--- src/sscc_pkg.sv ---
// sscc_pkg: register map, field codes and error codes for the settings checker.
// assumes: AXI4-Lite slave with 32-bit data; byte addresses are word aligned.
package sscc_pkg;
	localparam logic [7:0] ADDR_BW = 8'h00;
	localparam logic [7:0] ADDR_BUF_SIZE = 8'h04;
	localparam logic [7:0] ADDR_MTYPE = 8'h08;
	localparam logic [7:0] ADDR_TABLE_SEL = 8'h0C;
	localparam logic [7:0] ADDR_TABLE_EN = 8'h10;
	localparam logic [7:0] ADDR_APPLIED_OFS = 8'h14;
	localparam logic [7:0] ADDR_GAIN_EN = 8'h18;
	localparam logic [7:0] ADDR_ERR_POP = 8'h1C;
	localparam logic [7:0] ADDR_STATUS = 8'h20;
	localparam logic [7:0] ADDR_INSTR_RESET = 8'h24;
	localparam logic [7:0] ADDR_BW_MHZ = 8'h28;

	typedef enum logic [1:0] {
		SSCC_BW_LOW = 2'b00,
		SSCC_BW_MED = 2'b01,
		SSCC_BW_HIGH = 2'b10,
		SSCC_BW_OFF = 2'b11
	} sscc_bw_t;

	typedef enum logic [1:0] {
		SSCC_MT_AVER = 2'b00,
		SSCC_MT_PEAK = 2'b01,
		SSCC_MT_PEAK_TO_MEAN_TYPE_MEAN = 2'b10,
		SSCC_MT_MIN = 2'b11
	} sscc_mtype_t;

	localparam logic [7:0] BW_LOW_MHZ = 8'h05;
	localparam logic [7:0] BW_MED_MHZ = 8'h0F;
	localparam logic [7:0] BW_HIGH_MHZ = 8'h1E;

	localparam logic [12:0] BUF_SIZE_MIN = 13'h0001;
	localparam logic [12:0] BUF_SIZE_MAX = 13'h1000;
	localparam logic [12:0] BUF_SIZE_RESET = 13'h0001;

	// error codes as positive magnitudes of the negative numbers
	localparam logic [8:0] ERR_NONE = 9'h000;
	localparam logic [8:0] ERR_CONFLICT = 9'h0DD;
	localparam logic [8:0] ERR_RANGE = 9'h0DE;
	localparam logic [8:0] ERR_ILLEGAL = 9'h0E0;
	localparam logic [8:0] ERR_LIST_LEN = 9'h0E2;
	localparam logic [8:0] ERR_NOT_FOUND = 9'h100;

	localparam int TABLE_SEL_VALID_BIT = 8;
	localparam int TABLE_SEL_MALFORMED_BIT = 9;

	typedef struct packed {
		logic avg_detector;
		logic ext_trigger;
		logic fast_rate;
		logic [12:0] sweep_step;
	} sscc_env_t;

	typedef struct packed {
		logic exists;
		logic counts_match;
	} sscc_tbl_info_t;
endpackage : sscc_pkg

--- src/sscc_err_fifo.sv ---
// sscc_err_fifo: small first-in first-out queue of reported error codes.
// assumes: one push and one pop at most per cycle, same clock as the writer.
`timescale 1ns/100ps
module sscc_err_fifo import sscc_pkg::*; #(
	parameter int WIDTH = 9,
	parameter int DEPTH = 8
) (
	// clock and reset
	input wire logic aclk,
	input wire logic aresetn,
	// push side
	input wire logic push,
	input wire logic [WIDTH-1:0] push_data,
	// pop side
	input wire logic pop,
	output logic [WIDTH-1:0] head,
	output logic empty,
	output logic full
);
	localparam int AW = $clog2(DEPTH);
	logic [WIDTH-1:0] mem [DEPTH];
	logic [AW-1:0] wr_reg;
	logic [AW-1:0] rd_reg;
	logic [AW:0] cnt_reg;
	wire do_push = push && !full;
	wire do_pop = pop && !empty;
	// queue drops new errors when full; oldest are kept so order is never scrambled
	assign empty = (cnt_reg == '0);
	assign full = (cnt_reg == (AW+1)'(DEPTH));
	assign head = mem[rd_reg];
	always_ff @(posedge aclk) begin
		if (do_push) begin
			mem[wr_reg] <= push_data;
		end
	end
	always_ff @(posedge aclk) begin
		if (!aresetn) begin
			wr_reg <= '0;
			rd_reg <= '0;
			cnt_reg <= '0;
		end else begin
			if (do_push) wr_reg <= (wr_reg == AW'(DEPTH-1)) ? '0 : wr_reg + 1'b1;
			if (do_pop) rd_reg <= (rd_reg == AW'(DEPTH-1)) ? '0 : rd_reg + 1'b1;
			cnt_reg <= cnt_reg + (AW+1)'(do_push) - (AW+1)'(do_pop);
		end
	end
endmodule : sscc_err_fifo

--- src/sscc_top.sv ---
// sscc_top: sense settings store and command checker behind an AXI4-Lite slave.
// assumes: environment state (detector, trigger, rate, sweep step, table info) arrives
// as same-clock levels from the instrument core.
`timescale 1ns/100ps
module sscc_top import sscc_pkg::*; #(
	parameter int ERR_DEPTH = 8
) (
	// clock and reset
	input wire logic aclk,
	input wire logic aresetn,
	// axi write address
	input wire logic [7:0] s_axi_awaddr,
	input wire logic s_axi_awvalid,
	output logic s_axi_awready,
	// axi write data
	input wire logic [31:0] s_axi_wdata,
	input wire logic [3:0] s_axi_wstrb,
	input wire logic s_axi_wvalid,
	output logic s_axi_wready,
	// axi write response
	output logic [1:0] s_axi_bresp,
	output logic s_axi_bvalid,
	input wire logic s_axi_bready,
	// axi read address
	input wire logic [7:0] s_axi_araddr,
	input wire logic s_axi_arvalid,
	output logic s_axi_arready,
	// axi read data
	output logic [31:0] s_axi_rdata,
	output logic [1:0] s_axi_rresp,
	output logic s_axi_rvalid,
	input wire logic s_axi_rready,
	// instrument state
	input wire sscc_env_t env,
	input wire sscc_tbl_info_t tbl_info,
	input wire logic [15:0] table_offset_at_freq,
	// settings out
	output logic fir_enable,
	output logic [7:0] video_bw_mhz,
	output logic [12:0] buffered_size,
	output logic [1:0] buffered_measure_type,
	output logic [7:0] offset_table_select,
	output logic offset_table_enable,
	output logic [15:0] applied_freq_offset,
	output logic channel_gain_offset
);
	function automatic logic [7:0] bw_to_mhz(input logic [1:0] sel);
		case (sel)
			SSCC_BW_LOW: bw_to_mhz = BW_LOW_MHZ;
			SSCC_BW_MED: bw_to_mhz = BW_MED_MHZ;
			default: bw_to_mhz = BW_HIGH_MHZ;
		endcase
	endfunction : bw_to_mhz

	// write channel capture: address and data may arrive in either order
	logic aw_have_reg;
	logic w_have_reg;
	logic [7:0] aw_addr_reg;
	logic [31:0] w_data_reg;
	logic [3:0] w_strb_reg;
	logic bvalid_reg;
	logic [1:0] bresp_reg;
	logic rvalid_reg;
	logic [31:0] rdata_reg;
	logic [1:0] rresp_reg;

	// settings
	logic [1:0] bw_reg;
	logic [12:0] size_reg;
	logic [1:0] mtype_reg;
	logic [7:0] tsel_reg;
	logic tsel_valid_reg;
	logic ten_reg;
	logic gain_reg;
	logic [15:0] ofs_reg;

	wire aw_take = s_axi_awvalid && s_axi_awready;
	wire w_take = s_axi_wvalid && s_axi_wready;
	assign s_axi_awready = !aw_have_reg && !bvalid_reg;
	assign s_axi_wready = !w_have_reg && !bvalid_reg;
	wire [7:0] wr_addr = aw_take ? s_axi_awaddr : aw_addr_reg;
	wire [31:0] wr_data = w_take ? s_axi_wdata : w_data_reg;
	wire [3:0] wr_strb = w_take ? s_axi_wstrb : w_strb_reg;
	wire wr_fire = (aw_have_reg || aw_take) && (w_have_reg || w_take) && !bvalid_reg;
	wire wr_lo = wr_strb[0];

	// per-register write decode
	wire wr_bw = wr_fire && wr_lo && (wr_addr == ADDR_BW);
	wire wr_size = wr_fire && wr_lo && (wr_addr == ADDR_BUF_SIZE);
	wire wr_mtype = wr_fire && wr_lo && (wr_addr == ADDR_MTYPE);
	wire wr_tsel = wr_fire && (wr_addr == ADDR_TABLE_SEL);
	wire wr_ten = wr_fire && wr_lo && (wr_addr == ADDR_TABLE_EN);
	wire wr_gain = wr_fire && wr_lo && (wr_addr == ADDR_GAIN_EN);
	wire wr_ireset = wr_fire && wr_lo && (wr_addr == ADDR_INSTR_RESET) && wr_data[0];
	wire wr_mapped = (wr_addr == ADDR_BW) || (wr_addr == ADDR_BUF_SIZE) ||
		(wr_addr == ADDR_MTYPE) || (wr_addr == ADDR_TABLE_SEL) ||
		(wr_addr == ADDR_TABLE_EN) || (wr_addr == ADDR_GAIN_EN) ||
		(wr_addr == ADDR_INSTR_RESET);

	// checks on each command
	wire bw_conflict = env.avg_detector;
	wire size_step = (env.sweep_step != '0);
	wire size_conflict = !env.ext_trigger || size_step;
	wire size_low = (wr_data[31:0] < 32'(BUF_SIZE_MIN));
	wire size_high = (wr_data[31:0] > 32'(BUF_SIZE_MAX));
	wire [12:0] size_clip = size_low ? BUF_SIZE_MIN :
		size_high ? BUF_SIZE_MAX : wr_data[12:0];
	wire mtype_conflict = !env.ext_trigger || env.avg_detector;
	wire mtype_bad = (wr_data[31:2] != '0);
	wire tsel_malformed = wr_data[TABLE_SEL_MALFORMED_BIT];
	wire tsel_clear = !wr_data[TABLE_SEL_VALID_BIT];
	wire tsel_missing = !tbl_info.exists;
	wire tsel_mismatch = !tbl_info.counts_match;
	wire tsel_ok = !tsel_malformed && !tsel_clear && !tsel_missing && !tsel_mismatch;
	wire ten_conflict = wr_data[0] && !tsel_valid_reg;
	wire gain_conflict = wr_data[0] && env.fast_rate;

	// error picked for this command; malformed name is judged before lookup
	logic [8:0] err_code;
	always_comb begin
		err_code = ERR_NONE;
		if (wr_bw && bw_conflict) err_code = ERR_CONFLICT;
		if (wr_size && size_conflict) err_code = ERR_CONFLICT;
		else if (wr_size && (size_low || size_high)) err_code = ERR_RANGE;
		if (wr_mtype && mtype_bad) err_code = ERR_ILLEGAL;
		else if (wr_mtype && mtype_conflict) err_code = ERR_CONFLICT;
		if (wr_tsel && tsel_malformed) err_code = ERR_ILLEGAL;
		else if (wr_tsel && !tsel_clear && tsel_missing) err_code = ERR_NOT_FOUND;
		else if (wr_tsel && !tsel_clear && tsel_mismatch) err_code = ERR_LIST_LEN;
		if (wr_ten && ten_conflict) err_code = ERR_CONFLICT;
		if (wr_gain && gain_conflict) err_code = ERR_CONFLICT;
	end

	// read decode
	wire rd_take = s_axi_arvalid && s_axi_arready;
	assign s_axi_arready = !rvalid_reg;
	wire err_empty;
	wire err_full;
	wire [8:0] err_head;
	wire err_pop = rd_take && (s_axi_araddr == ADDR_ERR_POP);
	logic [31:0] rd_mux;
	logic rd_hit;
	always_comb begin
		rd_mux = 32'h00000000;
		rd_hit = 1'b1;
		case (s_axi_araddr)
			ADDR_BW: rd_mux = {30'h0, bw_reg};
			ADDR_BW_MHZ: rd_mux = {24'h0, bw_to_mhz(bw_reg)};
			ADDR_BUF_SIZE: rd_mux = {19'h0, size_reg};
			ADDR_MTYPE: rd_mux = {30'h0, mtype_reg};
			// empty name reads as zero with the valid bit clear
			ADDR_TABLE_SEL: rd_mux = {23'h0, tsel_valid_reg,
				tsel_valid_reg ? tsel_reg : 8'h00};
			ADDR_TABLE_EN: rd_mux = {31'h0, ten_reg};
			ADDR_APPLIED_OFS: rd_mux = {16'h0, ofs_reg};
			ADDR_GAIN_EN: rd_mux = {31'h0, gain_reg};
			ADDR_ERR_POP: rd_mux = {err_empty, 22'h0, err_empty ? 9'h000 : err_head};
			ADDR_STATUS: rd_mux = {29'h0, err_full, !err_empty, fir_enable};
			default: rd_hit = 1'b0;
		endcase
	end

	sscc_err_fifo #(
		.WIDTH(9),
		.DEPTH(ERR_DEPTH)
	) sscc_err_fifo_i (
		.aclk(aclk),
		.aresetn(aresetn),
		.push(err_code != ERR_NONE),
		.push_data(err_code),
		.pop(err_pop),
		.head(err_head),
		.empty(err_empty),
		.full(err_full)
	);

	always_ff @(posedge aclk) begin
		if (!aresetn) begin
			aw_have_reg <= 1'b0;
			w_have_reg <= 1'b0;
			aw_addr_reg <= 8'h00;
			w_data_reg <= 32'h00000000;
			w_strb_reg <= 4'h0;
			bvalid_reg <= 1'b0;
			bresp_reg <= 2'b00;
		end else begin
			if (aw_take) aw_addr_reg <= s_axi_awaddr;
			if (w_take) w_data_reg <= s_axi_wdata;
			if (w_take) w_strb_reg <= s_axi_wstrb;
			aw_have_reg <= wr_fire ? 1'b0 : (aw_have_reg || aw_take);
			w_have_reg <= wr_fire ? 1'b0 : (w_have_reg || w_take);
			if (wr_fire) begin
				bvalid_reg <= 1'b1;
				bresp_reg <= wr_mapped ? 2'b00 : 2'b10;
			end else if (s_axi_bready) begin
				bvalid_reg <= 1'b0;
			end
		end
	end

	always_ff @(posedge aclk) begin
		if (!aresetn) begin
			rvalid_reg <= 1'b0;
			rdata_reg <= 32'h00000000;
			rresp_reg <= 2'b00;
		end else if (rd_take) begin
			rvalid_reg <= 1'b1;
			rdata_reg <= rd_mux;
			rresp_reg <= rd_hit ? 2'b00 : 2'b10;
		end else if (s_axi_rready) begin
			rvalid_reg <= 1'b0;
		end
	end

	// instrument reset restores defaults but leaves the table state alone
	always_ff @(posedge aclk) begin
		if (!aresetn || wr_ireset) begin
			bw_reg <= SSCC_BW_OFF;
			size_reg <= BUF_SIZE_RESET;
			mtype_reg <= SSCC_MT_AVER;
			gain_reg <= 1'b0;
		end else begin
			// a bandwidth conflict still stores the value, as the instrument does; size, type and gain conflicts leave the setting
			if (wr_bw) bw_reg <= wr_data[1:0];
			if (size_step) size_reg <= env.sweep_step;
			else if (wr_size && env.ext_trigger) size_reg <= size_clip;
			if (wr_mtype && !mtype_bad && !mtype_conflict) mtype_reg <= wr_data[1:0];
			if (wr_gain && !gain_conflict) gain_reg <= wr_data[0];
		end
	end

	// table state survives instrument reset; bus reset clears it; a select write with valid and malformed bits clear drops valid and enable, not the name
	always_ff @(posedge aclk) begin
		if (!aresetn) begin
			tsel_reg <= 8'h00;
			tsel_valid_reg <= 1'b0;
			ten_reg <= 1'b0;
			ofs_reg <= 16'h0000;
		end else begin
			if (wr_tsel && tsel_clear && !tsel_malformed) begin
				tsel_valid_reg <= 1'b0;
				ten_reg <= 1'b0;
			end else if (wr_tsel && tsel_ok) begin
				tsel_reg <= wr_data[7:0];
				tsel_valid_reg <= 1'b1;
			end
			if (wr_ten) ten_reg <= wr_data[0] && tsel_valid_reg;
			ofs_reg <= ten_reg ? table_offset_at_freq : 16'h0000;
		end
	end

	assign s_axi_bvalid = bvalid_reg;
	assign s_axi_bresp = bresp_reg;
	assign s_axi_rvalid = rvalid_reg;
	assign s_axi_rdata = rdata_reg;
	assign s_axi_rresp = rresp_reg;
	assign fir_enable = (bw_reg != SSCC_BW_OFF);
	assign video_bw_mhz = bw_to_mhz(bw_reg);
	assign buffered_size = size_reg;
	assign buffered_measure_type = mtype_reg;
	assign offset_table_select = tsel_reg;
	assign offset_table_enable = ten_reg;
	assign applied_freq_offset = ofs_reg;
	assign channel_gain_offset = gain_reg;

	// defaults after bus reset and after instrument reset
	AST_BW_RESET: assert property (@(posedge aclk) $rose(aresetn) |-> bw_reg == SSCC_BW_OFF)
		else $error("bandwidth not off after reset");
	AST_SIZE_RESET: assert property (@(posedge aclk)
		$rose(aresetn) |-> size_reg == BUF_SIZE_RESET)
		else $error("buffered size not one after reset");
	AST_MTYPE_RESET: assert property (@(posedge aclk)
		$rose(aresetn) |-> mtype_reg == SSCC_MT_AVER)
		else $error("measure type not average after reset");
	AST_GAIN_RESET: assert property (@(posedge aclk)
		$rose(aresetn) |-> !gain_reg)
		else $error("gain offset not off after reset");
	AST_IRESET_DEFAULTS: assert property (@(posedge aclk) disable iff (!aresetn)
		wr_ireset |=> bw_reg == SSCC_BW_OFF && size_reg == BUF_SIZE_RESET &&
		mtype_reg == SSCC_MT_AVER && !gain_reg)
		else $error("instrument reset left a setting");

	// bandwidth
	AST_FIR: assert property (@(posedge aclk) disable iff (!aresetn)
		fir_enable == (video_bw_mhz != BW_HIGH_MHZ || bw_reg == SSCC_BW_HIGH))
		else $error("fir enable does not match bandwidth");
	AST_BW_CONFLICT: assert property (@(posedge aclk) disable iff (!aresetn)
		wr_bw && env.avg_detector |-> err_code == ERR_CONFLICT)
		else $error("bandwidth conflict not reported");

	// buffered size
	AST_SIZE_RANGE: assert property (@(posedge aclk) disable iff (!aresetn)
		size_reg >= BUF_SIZE_MIN && (env.sweep_step != '0 || size_reg <= BUF_SIZE_MAX))
		else $error("buffer size out of range");
	AST_SIZE_CLIP_HIGH: assert property (@(posedge aclk) disable iff (!aresetn)
		wr_size && env.ext_trigger && env.sweep_step == '0 && wr_data > 32'(BUF_SIZE_MAX)
		|-> err_code == ERR_RANGE ##1 size_reg == BUF_SIZE_MAX)
		else $error("large size not clipped to upper limit");
	AST_SIZE_CLIP_LOW: assert property (@(posedge aclk) disable iff (!aresetn)
		wr_size && env.ext_trigger && env.sweep_step == '0 && wr_data < 32'(BUF_SIZE_MIN)
		|-> err_code == ERR_RANGE ##1 size_reg == BUF_SIZE_MIN)
		else $error("small size not clipped to lower limit");
	AST_SIZE_CONFLICT: assert property (@(posedge aclk) disable iff (!aresetn)
		wr_size && !env.ext_trigger |-> err_code == ERR_CONFLICT)
		else $error("size without external trigger not reported");
	AST_SIZE_STEP: assert property (@(posedge aclk) disable iff (!aresetn)
		env.sweep_step != '0 && !wr_ireset |=> size_reg == $past(env.sweep_step))
		else $error("sweep step did not override size");
	AST_SIZE_STEP_ERR: assert property (@(posedge aclk) disable iff (!aresetn)
		wr_size && env.sweep_step != '0 |-> err_code == ERR_CONFLICT)
		else $error("size write during sweep not reported");

	// measure type
	AST_MTYPE_CONFLICT: assert property (@(posedge aclk) disable iff (!aresetn)
		wr_mtype && wr_data[31:2] == '0 && (!env.ext_trigger || env.avg_detector)
		|-> err_code == ERR_CONFLICT ##1 $stable(mtype_reg))
		else $error("type conflict not refused");
	AST_MTYPE_ILLEGAL: assert property (@(posedge aclk) disable iff (!aresetn)
		wr_mtype && wr_data[31:2] != '0 |-> ##1 $stable(mtype_reg) && !err_empty)
		else $error("illegal type accepted");

	// offset table
	AST_TSEL_MISSING: assert property (@(posedge aclk) disable iff (!aresetn)
		wr_tsel && !wr_data[TABLE_SEL_MALFORMED_BIT] && wr_data[TABLE_SEL_VALID_BIT] &&
		!tbl_info.exists |-> err_code == ERR_NOT_FOUND)
		else $error("missing table not reported");
	AST_TSEL_MALFORMED: assert property (@(posedge aclk) disable iff (!aresetn)
		wr_tsel && wr_data[TABLE_SEL_MALFORMED_BIT] |-> err_code == ERR_ILLEGAL)
		else $error("malformed table name not reported");
	AST_TSEL_LENGTH: assert property (@(posedge aclk) disable iff (!aresetn)
		wr_tsel && !wr_data[TABLE_SEL_MALFORMED_BIT] && wr_data[TABLE_SEL_VALID_BIT] &&
		tbl_info.exists && !tbl_info.counts_match |-> err_code == ERR_LIST_LEN)
		else $error("point count mismatch not reported");
	AST_IRESET_KEEP: assert property (@(posedge aclk) disable iff (!aresetn)
		wr_ireset && !wr_tsel |=> tsel_valid_reg == $past(tsel_valid_reg))
		else $error("instrument reset touched table");
	AST_TEN_NOTABLE: assert property (@(posedge aclk) disable iff (!aresetn)
		!tsel_valid_reg |=> !ten_reg)
		else $error("table enabled without selection");
	AST_OFS_DISABLED: assert property (@(posedge aclk) disable iff (!aresetn)
		!ten_reg |=> ofs_reg == 16'h0000)
		else $error("offset applied while table disabled");
	AST_OFS_FOLLOW: assert property (@(posedge aclk) disable iff (!aresetn)
		ten_reg |=> ofs_reg == $past(table_offset_at_freq))
		else $error("offset does not follow frequency");

	// channel gain offset and error queue
	AST_GAIN_FAST: assert property (@(posedge aclk) disable iff (!aresetn)
		wr_gain && env.fast_rate && !gain_reg && !wr_ireset |=> !gain_reg)
		else $error("gain enabled at fast rate");
	AST_GAIN_ON: assert property (@(posedge aclk) disable iff (!aresetn)
		wr_gain && wr_data[0] && !env.fast_rate |=> gain_reg)
		else $error("gain enable not taken");
	AST_ERR_QUEUED: assert property (@(posedge aclk) disable iff (!aresetn)
		err_code != ERR_NONE |=> !err_empty)
		else $error("reported error not queued");
endmodule : sscc_top

--- config.mk ---
export PLATFORM = sky130hd
export DESIGN_NAME = sscc_top
export DESIGN_NICKNAME = d
export VERILOG_FILES = /design/src/sscc_pkg.sv /design/src/sscc_err_fifo.sv /design/src/sscc_top.sv
export SDC_FILE = /design/constraint.sdc
export NUM_CORES = 1
export LEC_CHECK = 0
export BUFFER_PORTS_ARGS = -buffer_cell sky130_fd_sc_hd__buf_2
export CORE_ASPECT_RATIO = 1.25
export CORE_MARGIN = 2
export CORE_UTILIZATION = 35
export DETAILED_ROUTE_END_ITERATION = 8
export PLACE_DENSITY = 0.62
export SLEW_MARGIN = 20
export SYNTH_ARGS = -nofsm -noshare
export SYNTH_HDL_FRONTEND = slang
export SYNTH_SLANG_ARGS = --single-unit
--- constraint.sdc ---
create_clock -name aclk -period 11.1 [get_ports aclk]
set_clock_uncertainty 0.2 [all_clocks]
set_input_delay 2.22 -clock aclk [delete_from_list [all_inputs] [get_ports aclk]]
set_output_delay 2.22 -clock aclk [all_outputs]
set_load 0.02 [all_outputs]
==> flow_summary.yaml, run 1 <==
pwr:
  power_density_mw_per_mm2: 148
  p_leak_nw: 3.72
  ir_worst_vdd_v: 0.000115
timing:
  finalSetupTns_ps: 0
  max_slew_margin: 0.244
  hold_violations: 0
  rsz0062_at_grt: "false"
  period_needed_ps: 5510
  worstMarginPinSlew_ps: 1120
  setup_viol: 0
  setup_slack_ps: 5590
  holdWs_ps: 267
  fmax_mhz: 182
  fin_crit_sh: 0.496
  finalMaxSlewViolations: 0
worst_setup_path:
  critPathTopFamily: "compound AO/OA/AOI/OAI gates"
  crit_path_cell_trace: "buf_2 -> or3b_1 -> mux2i_1 -> nor3_1 -> a31oi_1 -> nand2b_1 -> o41ai_4 -> inv_1 -> ha_1 -> a21o_1 -> a21oi_1 -> xor2_1 -> and2_1"
  critPathMaxFanout: 14
  required_ps: 11230
  startpoint_type: "input port"
  cp_slowest_cell: "or3b_1"
  critPathKind: "in2reg"
  crit_path_start: "s_axi_awvalid"
  slowest_delay_ps: 640
  crit_buf_inv: 2
  r2r_start: "s_axi_bvalid"
  crit_arrival_ps: 5630
  end_kind: "flip-flop"
final_layout:
  num_antenna_cells: 0
  largest_register_ffs: 48
  most-common-layout-cells: "159 x buf_2, 121 x dfxtp_1, 92 x nand2_1"
  n_fill_cell: 2130
  final_common_cell: "buf_2"
  area.growth.synth_to_final_pct: 20.0
  drive_gt1_frac: 0.254
  nets: 1021
floorplanning:
  coreArea_mm2: 0.0216
  rows: 60
  die_x_um: 137
  initial_core_util: 0.359
  pin_count: 184
  die_h_um: 170
  dieArea_mm2: 0.0234
logic_synthesis:
  syn_area_per_cell_um2: 10.1
  ys_types: 62
  synth_ff_type: "dfxtp_1"
  synth_edf_count: 48
  yosysWarnings: 0
  ys_seq_area_frac: 0.498
  ys_async_sr_fraction: 0
  synthCells: 766
  synth-seq-cells: 169
  syn-cell-area_mm2: 0.00776
job:
  cap_violations: 0
detailed_routing:
  drtPass1Iterations: 6
  routedWlPerCell_um: 17.2
  drtIter0Drc: 429
  ant_nets: 0
  drc: 0
  vias_per_cell: 5.19
  wirelength_um: 20900
  vias: 6270
placement:
  hpwl_um: 15800
  place_congestion: 0.852
  post-place-ws_ps: 5160
  io_buffers: 159
clocking:
  ctsResizeCount: 0
  root_buffer: "clkbuf_16"
  clockBufferDepth: 2
  insertion_delay_ps: 430
  path_clk_slew_ps: 70
  cts_buffers: 17
  post-cts-setup-buffer-count: 0
  cts_tree: "built"
  htree_levels: 4
  hold_buffers: 0
  cts_sinks: 169
min_path:
  hp-class: "reg2reg"
  min_from: "w_data_reg[27]"
global_routing:
  grt.overflow.total: 0
  grt_start_max_net_pins: 90
  grt.total_usage: 0.182
  grt_pass1_vias: 5997
  grt_pass1_wl_um: 32100
  antenna_found_initial: 2
run_status:
  status: "complete, no violations"
[metrics by stage]
step | std cells | cell area (um2) | total power, W | util
final | 1209 | 9310 | 0.00138 | 0.431
after global routing | 1209 | 9310 | 0.00143 | 0.431
after CTS | 1209 | 9310 | 0.00139 | 0.431
after detailed placement | 1177 | 8750 | 0.000828 | 0.405
after global placement | 1177 | 8750 | 0.000826 | 0.405
after floorplan | 785 | 7830 | 0.000779 | -
[path summary, 6_finish.rpt]
check                           slack, ps                         end  depth (start not counted)
worst max register to register       6930  sscc_err_fifo_i.cnt_reg[3]                         12
worst max-delay path                 5590  sscc_err_fifo_i.cnt_reg[3]                         13
worst min-delay path                  270              w_data_reg[27]                          2
worst min register to register        270              w_data_reg[27]                          2
[synth_stat cells (13+ instances only)]
master / count / area [um2]
a21oi_1: 33 / 165
o21ai_0: 24 / 120
nor2_1: 51 / 191
dfxtp_1: 121 / 2420
and3_1: 22 / 138
a21boi_0: 27 / 203
and2_1: 14 / 87.6
inv_1: 17 / 63.8
buf_4: 22 / 165
nand2_1: 92 / 345
nor4_1: 20 / 125
edfxtp_1: 48 / 1440
mux4_2: 13 / 293
nor3_1: 22 / 110
clkbuf_1: 24 / 90.1
mux2i_1: 24 / 240
nor2b_1: 34 / 213
[routing by layer]
metal  GRT usage  wire (um)  vias to the layer above
li1            -          -                     3053
met1       0.215       8760                     2969
met2       0.312      10300                      207
met3      0.0435       1150                       39
met4      0.0789        612                        2
met5           0         17                        -
[where the power goes]
part | internal, W | total, W | switching (W)
registers | 0.000650 | 0.000664 | 0.0000144
clock network | 0.000296 | 0.000564 | 0.000267
logic | 0.0000560 | 0.000150 | 0.0000938
total | 0.00100 | 0.00138 | 0.000375
[logic make-up (layout without fill, tap and decap cells)]
family / after synthesis / count (layout) / share of synthesized area
AND/OR/NAND/NOR: 306 / 306 / 0.203
adder cells (fa/ha/maj): 11 / 11 / 0.0187
XOR/XNOR: 3 / 3 / 0.00435
AO/OA/AOI/OAI: 153 / 153 / 0.139
multiplexers: 48 / 48 / 0.0863
other: 2 / 21 / 0.000968
flip-flops: 169 / 169 / 0.498
buffers and inverters: 74 / 219 / 0.0497
[area by class of cell]
type | count | area [um2] | area share
clock buffers | 18 | 430 | 0.0462
inverters | 17 | 63.8 | 0.00685
flip-flops and latches | 169 | 3860 | 0.415
repair buffers | 170 | 878 | 0.0944
clock inverters | 14 | 129 | 0.0138
multi-input cells | 542 | 3590 | 0.386
well taps | 279 | 349 | 0.0375
[tightest hold or removal path, cell delays in order (launching register included)]
cell      delay (ps)
dfxtp_1          310
nand2_1           50
a21boi_0          60
(Power assumes the default switching activity.)
==> inputs of run 2 (changes only) <==
--- a/config.mk
+++ b/config.mk
@@ -10,7 +10,7 @@
 export CORE_MARGIN = 2
 export CORE_UTILIZATION = 35
 export DETAILED_ROUTE_END_ITERATION = 8
-export PLACE_DENSITY = 0.62
+export PLACE_DENSITY = 0.64
 export SLEW_MARGIN = 20
 export SYNTH_ARGS = -nofsm -noshare
 export SYNTH_HDL_FRONTEND = slang
==> constraint.sdc (replaced) <==
create_clock -name aclk -period 4.6 [get_ports aclk]
set_clock_uncertainty 0.2 [all_clocks]
set_input_delay 0.92 -clock aclk [delete_from_list [all_inputs] [get_ports aclk]]
set_output_delay 0.92 -clock aclk [all_outputs]
set_load 0.02 [all_outputs]
==> run 2 against run 1 <==
Register-to-register slack got worse by 6300 ps. Clock-buffer cell count up 1. Setup slack worse by 5000 ps. First-iteration DRC count down 11%. Cell area rose by 1.8%. Sequential power grew 140%. Flip-flop and latch count unchanged. Die area stayed put.
==> flow_summary.yaml, run 2 (same netlist as run 1, synthesis figures left out) <==
detailed_routing:
  drtIter0Drc: 381
  wirelength_um: 21000
  drc: 0
  routedWlPerCell_um: 17.1
  drtPass1Iterations: 5
  vias: 6412
  ant_nets: 0
  vias_per_cell: 5.21
final_layout:
  drive_gt1_frac: 0.269
  largest_register_ffs: 48
  multiInputGateArea_mm2: 0.00359
  final_common_cell: "buf_2"
  final_area_mm2: 0.00948
  fin_util: 0.438
  n_fill_cell: 2080
  nets: 1043
  seq_area_mm2: 0.00386
  area.growth.synth_to_final_pct: 22.1
  num_antenna_cells: 0
  most-common-layout-cells: "159 x buf_2, 121 x dfxtp_1, 92 x nand2_1"
pwr:
  internal-power_w: 0.00250
  p_comb_frac: 0.114
  ir_worst_vdd_v: 0.000292
  switchingPower_w: 0.000870
  p_seq_frac: 0.476
  power_density_mw_per_mm2: 356
  p_clk_frac: 0.411
  p_leak_nw: 3.84
  switching_share: 0.258
timing:
  setup_viol: 0
  hold_violations: 0
  fin_crit_sh: 0.878
  worstMarginPinSlew_ps: 822
  holdWs_ps: 263
  fmax_mhz: 248
  period_needed_ps: 4040
  finalSetupTns_ps: 0
  max_slew_margin: 0.452
  setup_slack_ps: 561
  rsz0062_at_grt: "false"
  finalMaxSlewViolations: 0
clocking:
  root_buffer: "clkbuf_16"
  cts_buffers: 17
  insertion_delay_ps: 430
  cts_sinks: 169
  ctsResizeCount: 0
  hold_buffers: 0
  clockBufferDepth: 2
  cts_tree: "built"
  htree_levels: 4
  post-cts-setup-buffer-count: 0
  path_clk_slew_ps: 70
floorplanning:
  coreArea_mm2: 0.0216
  pin_count: 184
  dieArea_mm2: 0.0234
  rows: 60
  initial_core_util: 0.359
  die_h_um: 170
  die_x_um: 137
placement:
  hpwl_um: 16000
  io_buffers: 159
  place_area_mm2: 0.00891
  place_congestion: 0.858
  post-place-ws_ps: 146
global_routing:
  grt_pass1_wl_um: 32800
  grt.total_usage: 0.185
  grt_start_max_net_pins: 89
  antenna_found_initial: 1
  grt_pass1_vias: 6110
  grt.overflow.total: 0
worst_setup_path:
  startpoint_type: "input port"
  rrSetupSlack_ps: 680
  end_kind: "flip-flop"
  r2r_start: "s_axi_bvalid"
  crit_path_start: "s_axi_awvalid"
  crit_arrival_ps: 4210
  critPathKind: "in2reg"
  critPathMaxFanout: 9
  r2r-end: "sscc_err_fifo_i.cnt_reg[3]"
  required_ps: 4780
  reg2reg_depth: 12
  cp-endpoint: "sscc_err_fifo_i.cnt_reg[3]"
job:
  cap_violations: 0
run_status:
  status: "complete, no violations"
min_path:
  hp-class: "reg2reg"
[run 2: changes by cell type in the layout (fill, tap and decap cells not counted), sizes merged]
cell      before  now
bufinv         0    1
clkinvlp       3    2
clkbuf        18   19
buf          170  192
clkinv         2    5
inv           26   22
[run 2: worst min path at each step]
| stage | startpoint | to | slack (ps) | cells after the start |
|---|---|---|---|---|
| 2_1_floorplan | w_data_reg[25] | w_data_reg[25] | 240 | 2 |
| 3_3_place_gp | w_data_reg[25] | w_data_reg[25] | 250 | 2 |
| 3_5_place_dp | w_data_reg[23] | w_data_reg[23] | 260 | 2 |
| 4_1_cts | w_data_reg[23] | w_data_reg[23] | 270 | 2 |
| 5_1_grt | w_data_reg[16] | w_data_reg[16] | 290 | 2 |
| 6_report | w_data_reg[16] | w_data_reg[16] | 260 | 2 |
[run 2: layout make-up]
cell class	count	share of cell area
sequential	169	0.408
inverter	17	0.00673
timing repair buffer	192	0.110
clock inverter	13	0.0120
clock buffer	19	0.0479
multi-input combinational	542	0.379
tap	279	0.0368
[run 2: power groups by stage]
stage          clock network [W]  registers [W]  logic (W)
6_report                 0.00138        0.00160   0.000383
5_1_grt                  0.00147        0.00161   0.000421
4_1_cts                  0.00141        0.00160   0.000384
3_5_place_dp                   0        0.00164   0.000381
3_3_place_gp                   0        0.00163   0.000378
2_1_floorplan                  0        0.00164   0.000245
[run 2: critical path, cell delays in order]
cell,delay [ps]
buf_2,110
or3b_1,560
mux2i_1,470
or4_1,260
a31oi_1,90
a21o_1,240
o41ai_4,600
inv_1,120
ha_1,240
a21o_1,160
a21oi_1,160
xor2_1,150
and2_1,130
[run 2: per-layer routing]
layer | vias to the layer above | share of wire | track usage
li1 | 3097 | - | -
met1 | 3076 | 0.42 | 0.224
met2 | 197 | 0.50 | 0.318
met3 | 42 | 0.051 | 0.0420
met4 | 0 | 0.027 | 0.0681
met5 | - | 0 | 0
[run 2: through the flow]
step	cells	power, W
floorplan	785	0.00188
global placement	1199	0.00201
detailed placement	1199	0.00202
CTS	1231	0.00339
global route	1231	0.00350
finish	1231	0.00337
==> inputs of run 3 (changes only) <==
--- a/config.mk
+++ b/config.mk
@@ -9,6 +9,7 @@
 export CORE_ASPECT_RATIO = 1.25
 export CORE_MARGIN = 2
 export CORE_UTILIZATION = 35
+export CTS_BUF_LIST = sky130_fd_sc_hd__clkbuf_16
 export DETAILED_ROUTE_END_ITERATION = 8
 export PLACE_DENSITY = 0.64
 export SLEW_MARGIN = 20
==> run 3 against run 2 <==
Global-route usage did not move. Setup slack better by 0.89 ps. Clock power about the same. Register-to-register slack hardly changed. Die area unchanged. Flip-flop and latch count unchanged. Non-clock buffer count is the same. First-iteration DRC count unchanged. Maximum frequency about the same.
==> flow_summary.yaml, run 3 (same netlist as run 1, synthesis figures left out) <==
timing:
  period_needed_ps: 4040
  finalSetupTns_ps: 0
  holdWs_ps: 263
  hold_violations: 0
  max_slew_margin: 0.449
  fin_crit_sh: 0.878
  setup_slack_ps: 562
  fmax_mhz: 248
  setup_viol: 0
  finalMaxSlewViolations: 0
  worstMarginPinSlew_ps: 826
  rsz0062_at_grt: "false"
min_path:
  hp-class: "reg2reg"
  min_from: "w_data_reg[16]"
final_layout:
  num_antenna_cells: 0
  nets: 1043
  area.growth.synth_to_final_pct: 22.1
  most-common-layout-cells: "159 x buf_2, 121 x dfxtp_1, 92 x nand2_1"
  final_common_cell: "buf_2"
  drive_gt1_frac: 0.269
  n_fill_cell: 2080
  largest_register_ffs: 48
pwr:
  switchingPower_w: 0.000871
  ir_worst_vdd_v: 0.000292
  p_seq_frac: 0.476
  p_clk_frac: 0.410
  p_comb_frac: 0.114
  internal-power_w: 0.00250
  finalPower_w: 0.00337
  power_density_mw_per_mm2: 355
  p_leak_nw: 3.84
  switching_share: 0.258
worst_setup_path:
  end_kind: "flip-flop"
  critPathMaxFanout: 9
  crit_path_start: "s_axi_awvalid"
  critPathKind: "in2reg"
  crit_arrival_ps: 4210
  required_ps: 4780
  startpoint_type: "input port"
  r2r_start: "s_axi_bvalid"
global_routing:
  grt_start_max_net_pins: 89
  antenna_found_initial: 1
  grt_pass1_vias: 6110
  grt.total_usage: 0.185
  grt.overflow.total: 0
  grt_pass1_wl_um: 32800
detailed_routing:
  vias: 6411
  drc: 0
  wirelength_um: 21100
  routedWlPerCell_um: 17.1
  ant_nets: 0
  vias_per_cell: 5.21
  drtIter0Drc: 381
  drtPass1Iterations: 5
clocking:
  post-cts-setup-buffer-count: 0
  cts_sinks: 169
  cts_tree: "built"
  cts_buffers: 17
  insertion_delay_ps: 430
  ctsResizeCount: 0
  htree_levels: 4
  hold_buffers: 0
  path_clk_slew_ps: 70
  clockBufferDepth: 2
  root_buffer: "clkbuf_16"
floorplanning:
  die_h_um: 170
  rows: 60
  dieArea_mm2: 0.0234
  die_x_um: 137
  pin_count: 184
  coreArea_mm2: 0.0216
  initial_core_util: 0.359
placement:
  hpwl_um: 16000
  place_congestion: 0.858
  io_buffers: 159
  post-place-ws_ps: 146
job:
  cap_violations: 0
run_status:
  status: "complete, no violations"
run 3: changes by cell type in the layout (fill, tap and decap cells not counted):
cell	before	now
clkbuf_1	1	0
inv_1	17	18
run 3: metal layers:
metal	part of all wire	track usage	up-vias	wire (um)
met2	0.50	0.318	200	10600
met1	0.42	0.224	3073	8780
met5	0	0	-	0
li1	-	-	3098	-
met4	0.027	0.0681	0	560
met3	0.053	0.0420	40	1110
run 3: power groups by stage:
stage	sequential, W	combinational, W	clock [W]
after floorplan	0.00164	0.000245	0
after global placement	0.00163	0.000378	0
after detailed placement	0.00164	0.000381	0
after CTS	0.00160	0.000384	0.00141
after global routing	0.00161	0.000421	0.00147
final	0.00160	0.000383	0.00138
run 3: worst paths after layout:
path,to,slack [ps],cells after the start
hold reg to reg,w_data_reg[16],260,2
hold / removal,w_data_reg[16],260,2
setup / recovery,sscc_err_fifo_i.cnt_reg[3],560,13
setup reg to reg,sscc_err_fifo_i.cnt_reg[3],680,12
run 3: critical path, stage by stage:
cell	delay, ps
buf_2	110
or3b_1	560
mux2i_1	470
or4_1	260
a31oi_1	90
a21o_1	240
o41ai_4	600
inv_1	120
ha_1	240
a21o_1	160
a21oi_1	160
xor2_1	150
and2_1	130
run 3: area by class of cell:
cell class	instances	area [um2]	area share
multi-input cells	542	3590	0.379
well taps	279	349	0.0368
inverters	17	63.8	0.00673
clock buffers	18	450	0.0475
clock inverters	14	118	0.0124
repair buffers	192	1040	0.110
flip-flops and latches	169	3860	0.408
run 3: metrics by stage:
stage	area, um2	cells	utilization
2_1_floorplan	7830	785	-
3_3_place_gp	8910	1199	0.412
6_report	9480	1231	0.438
5_1_grt	9480	1231	0.438
3_5_place_dp	8910	1199	0.412
4_1_cts	9480	1231	0.438
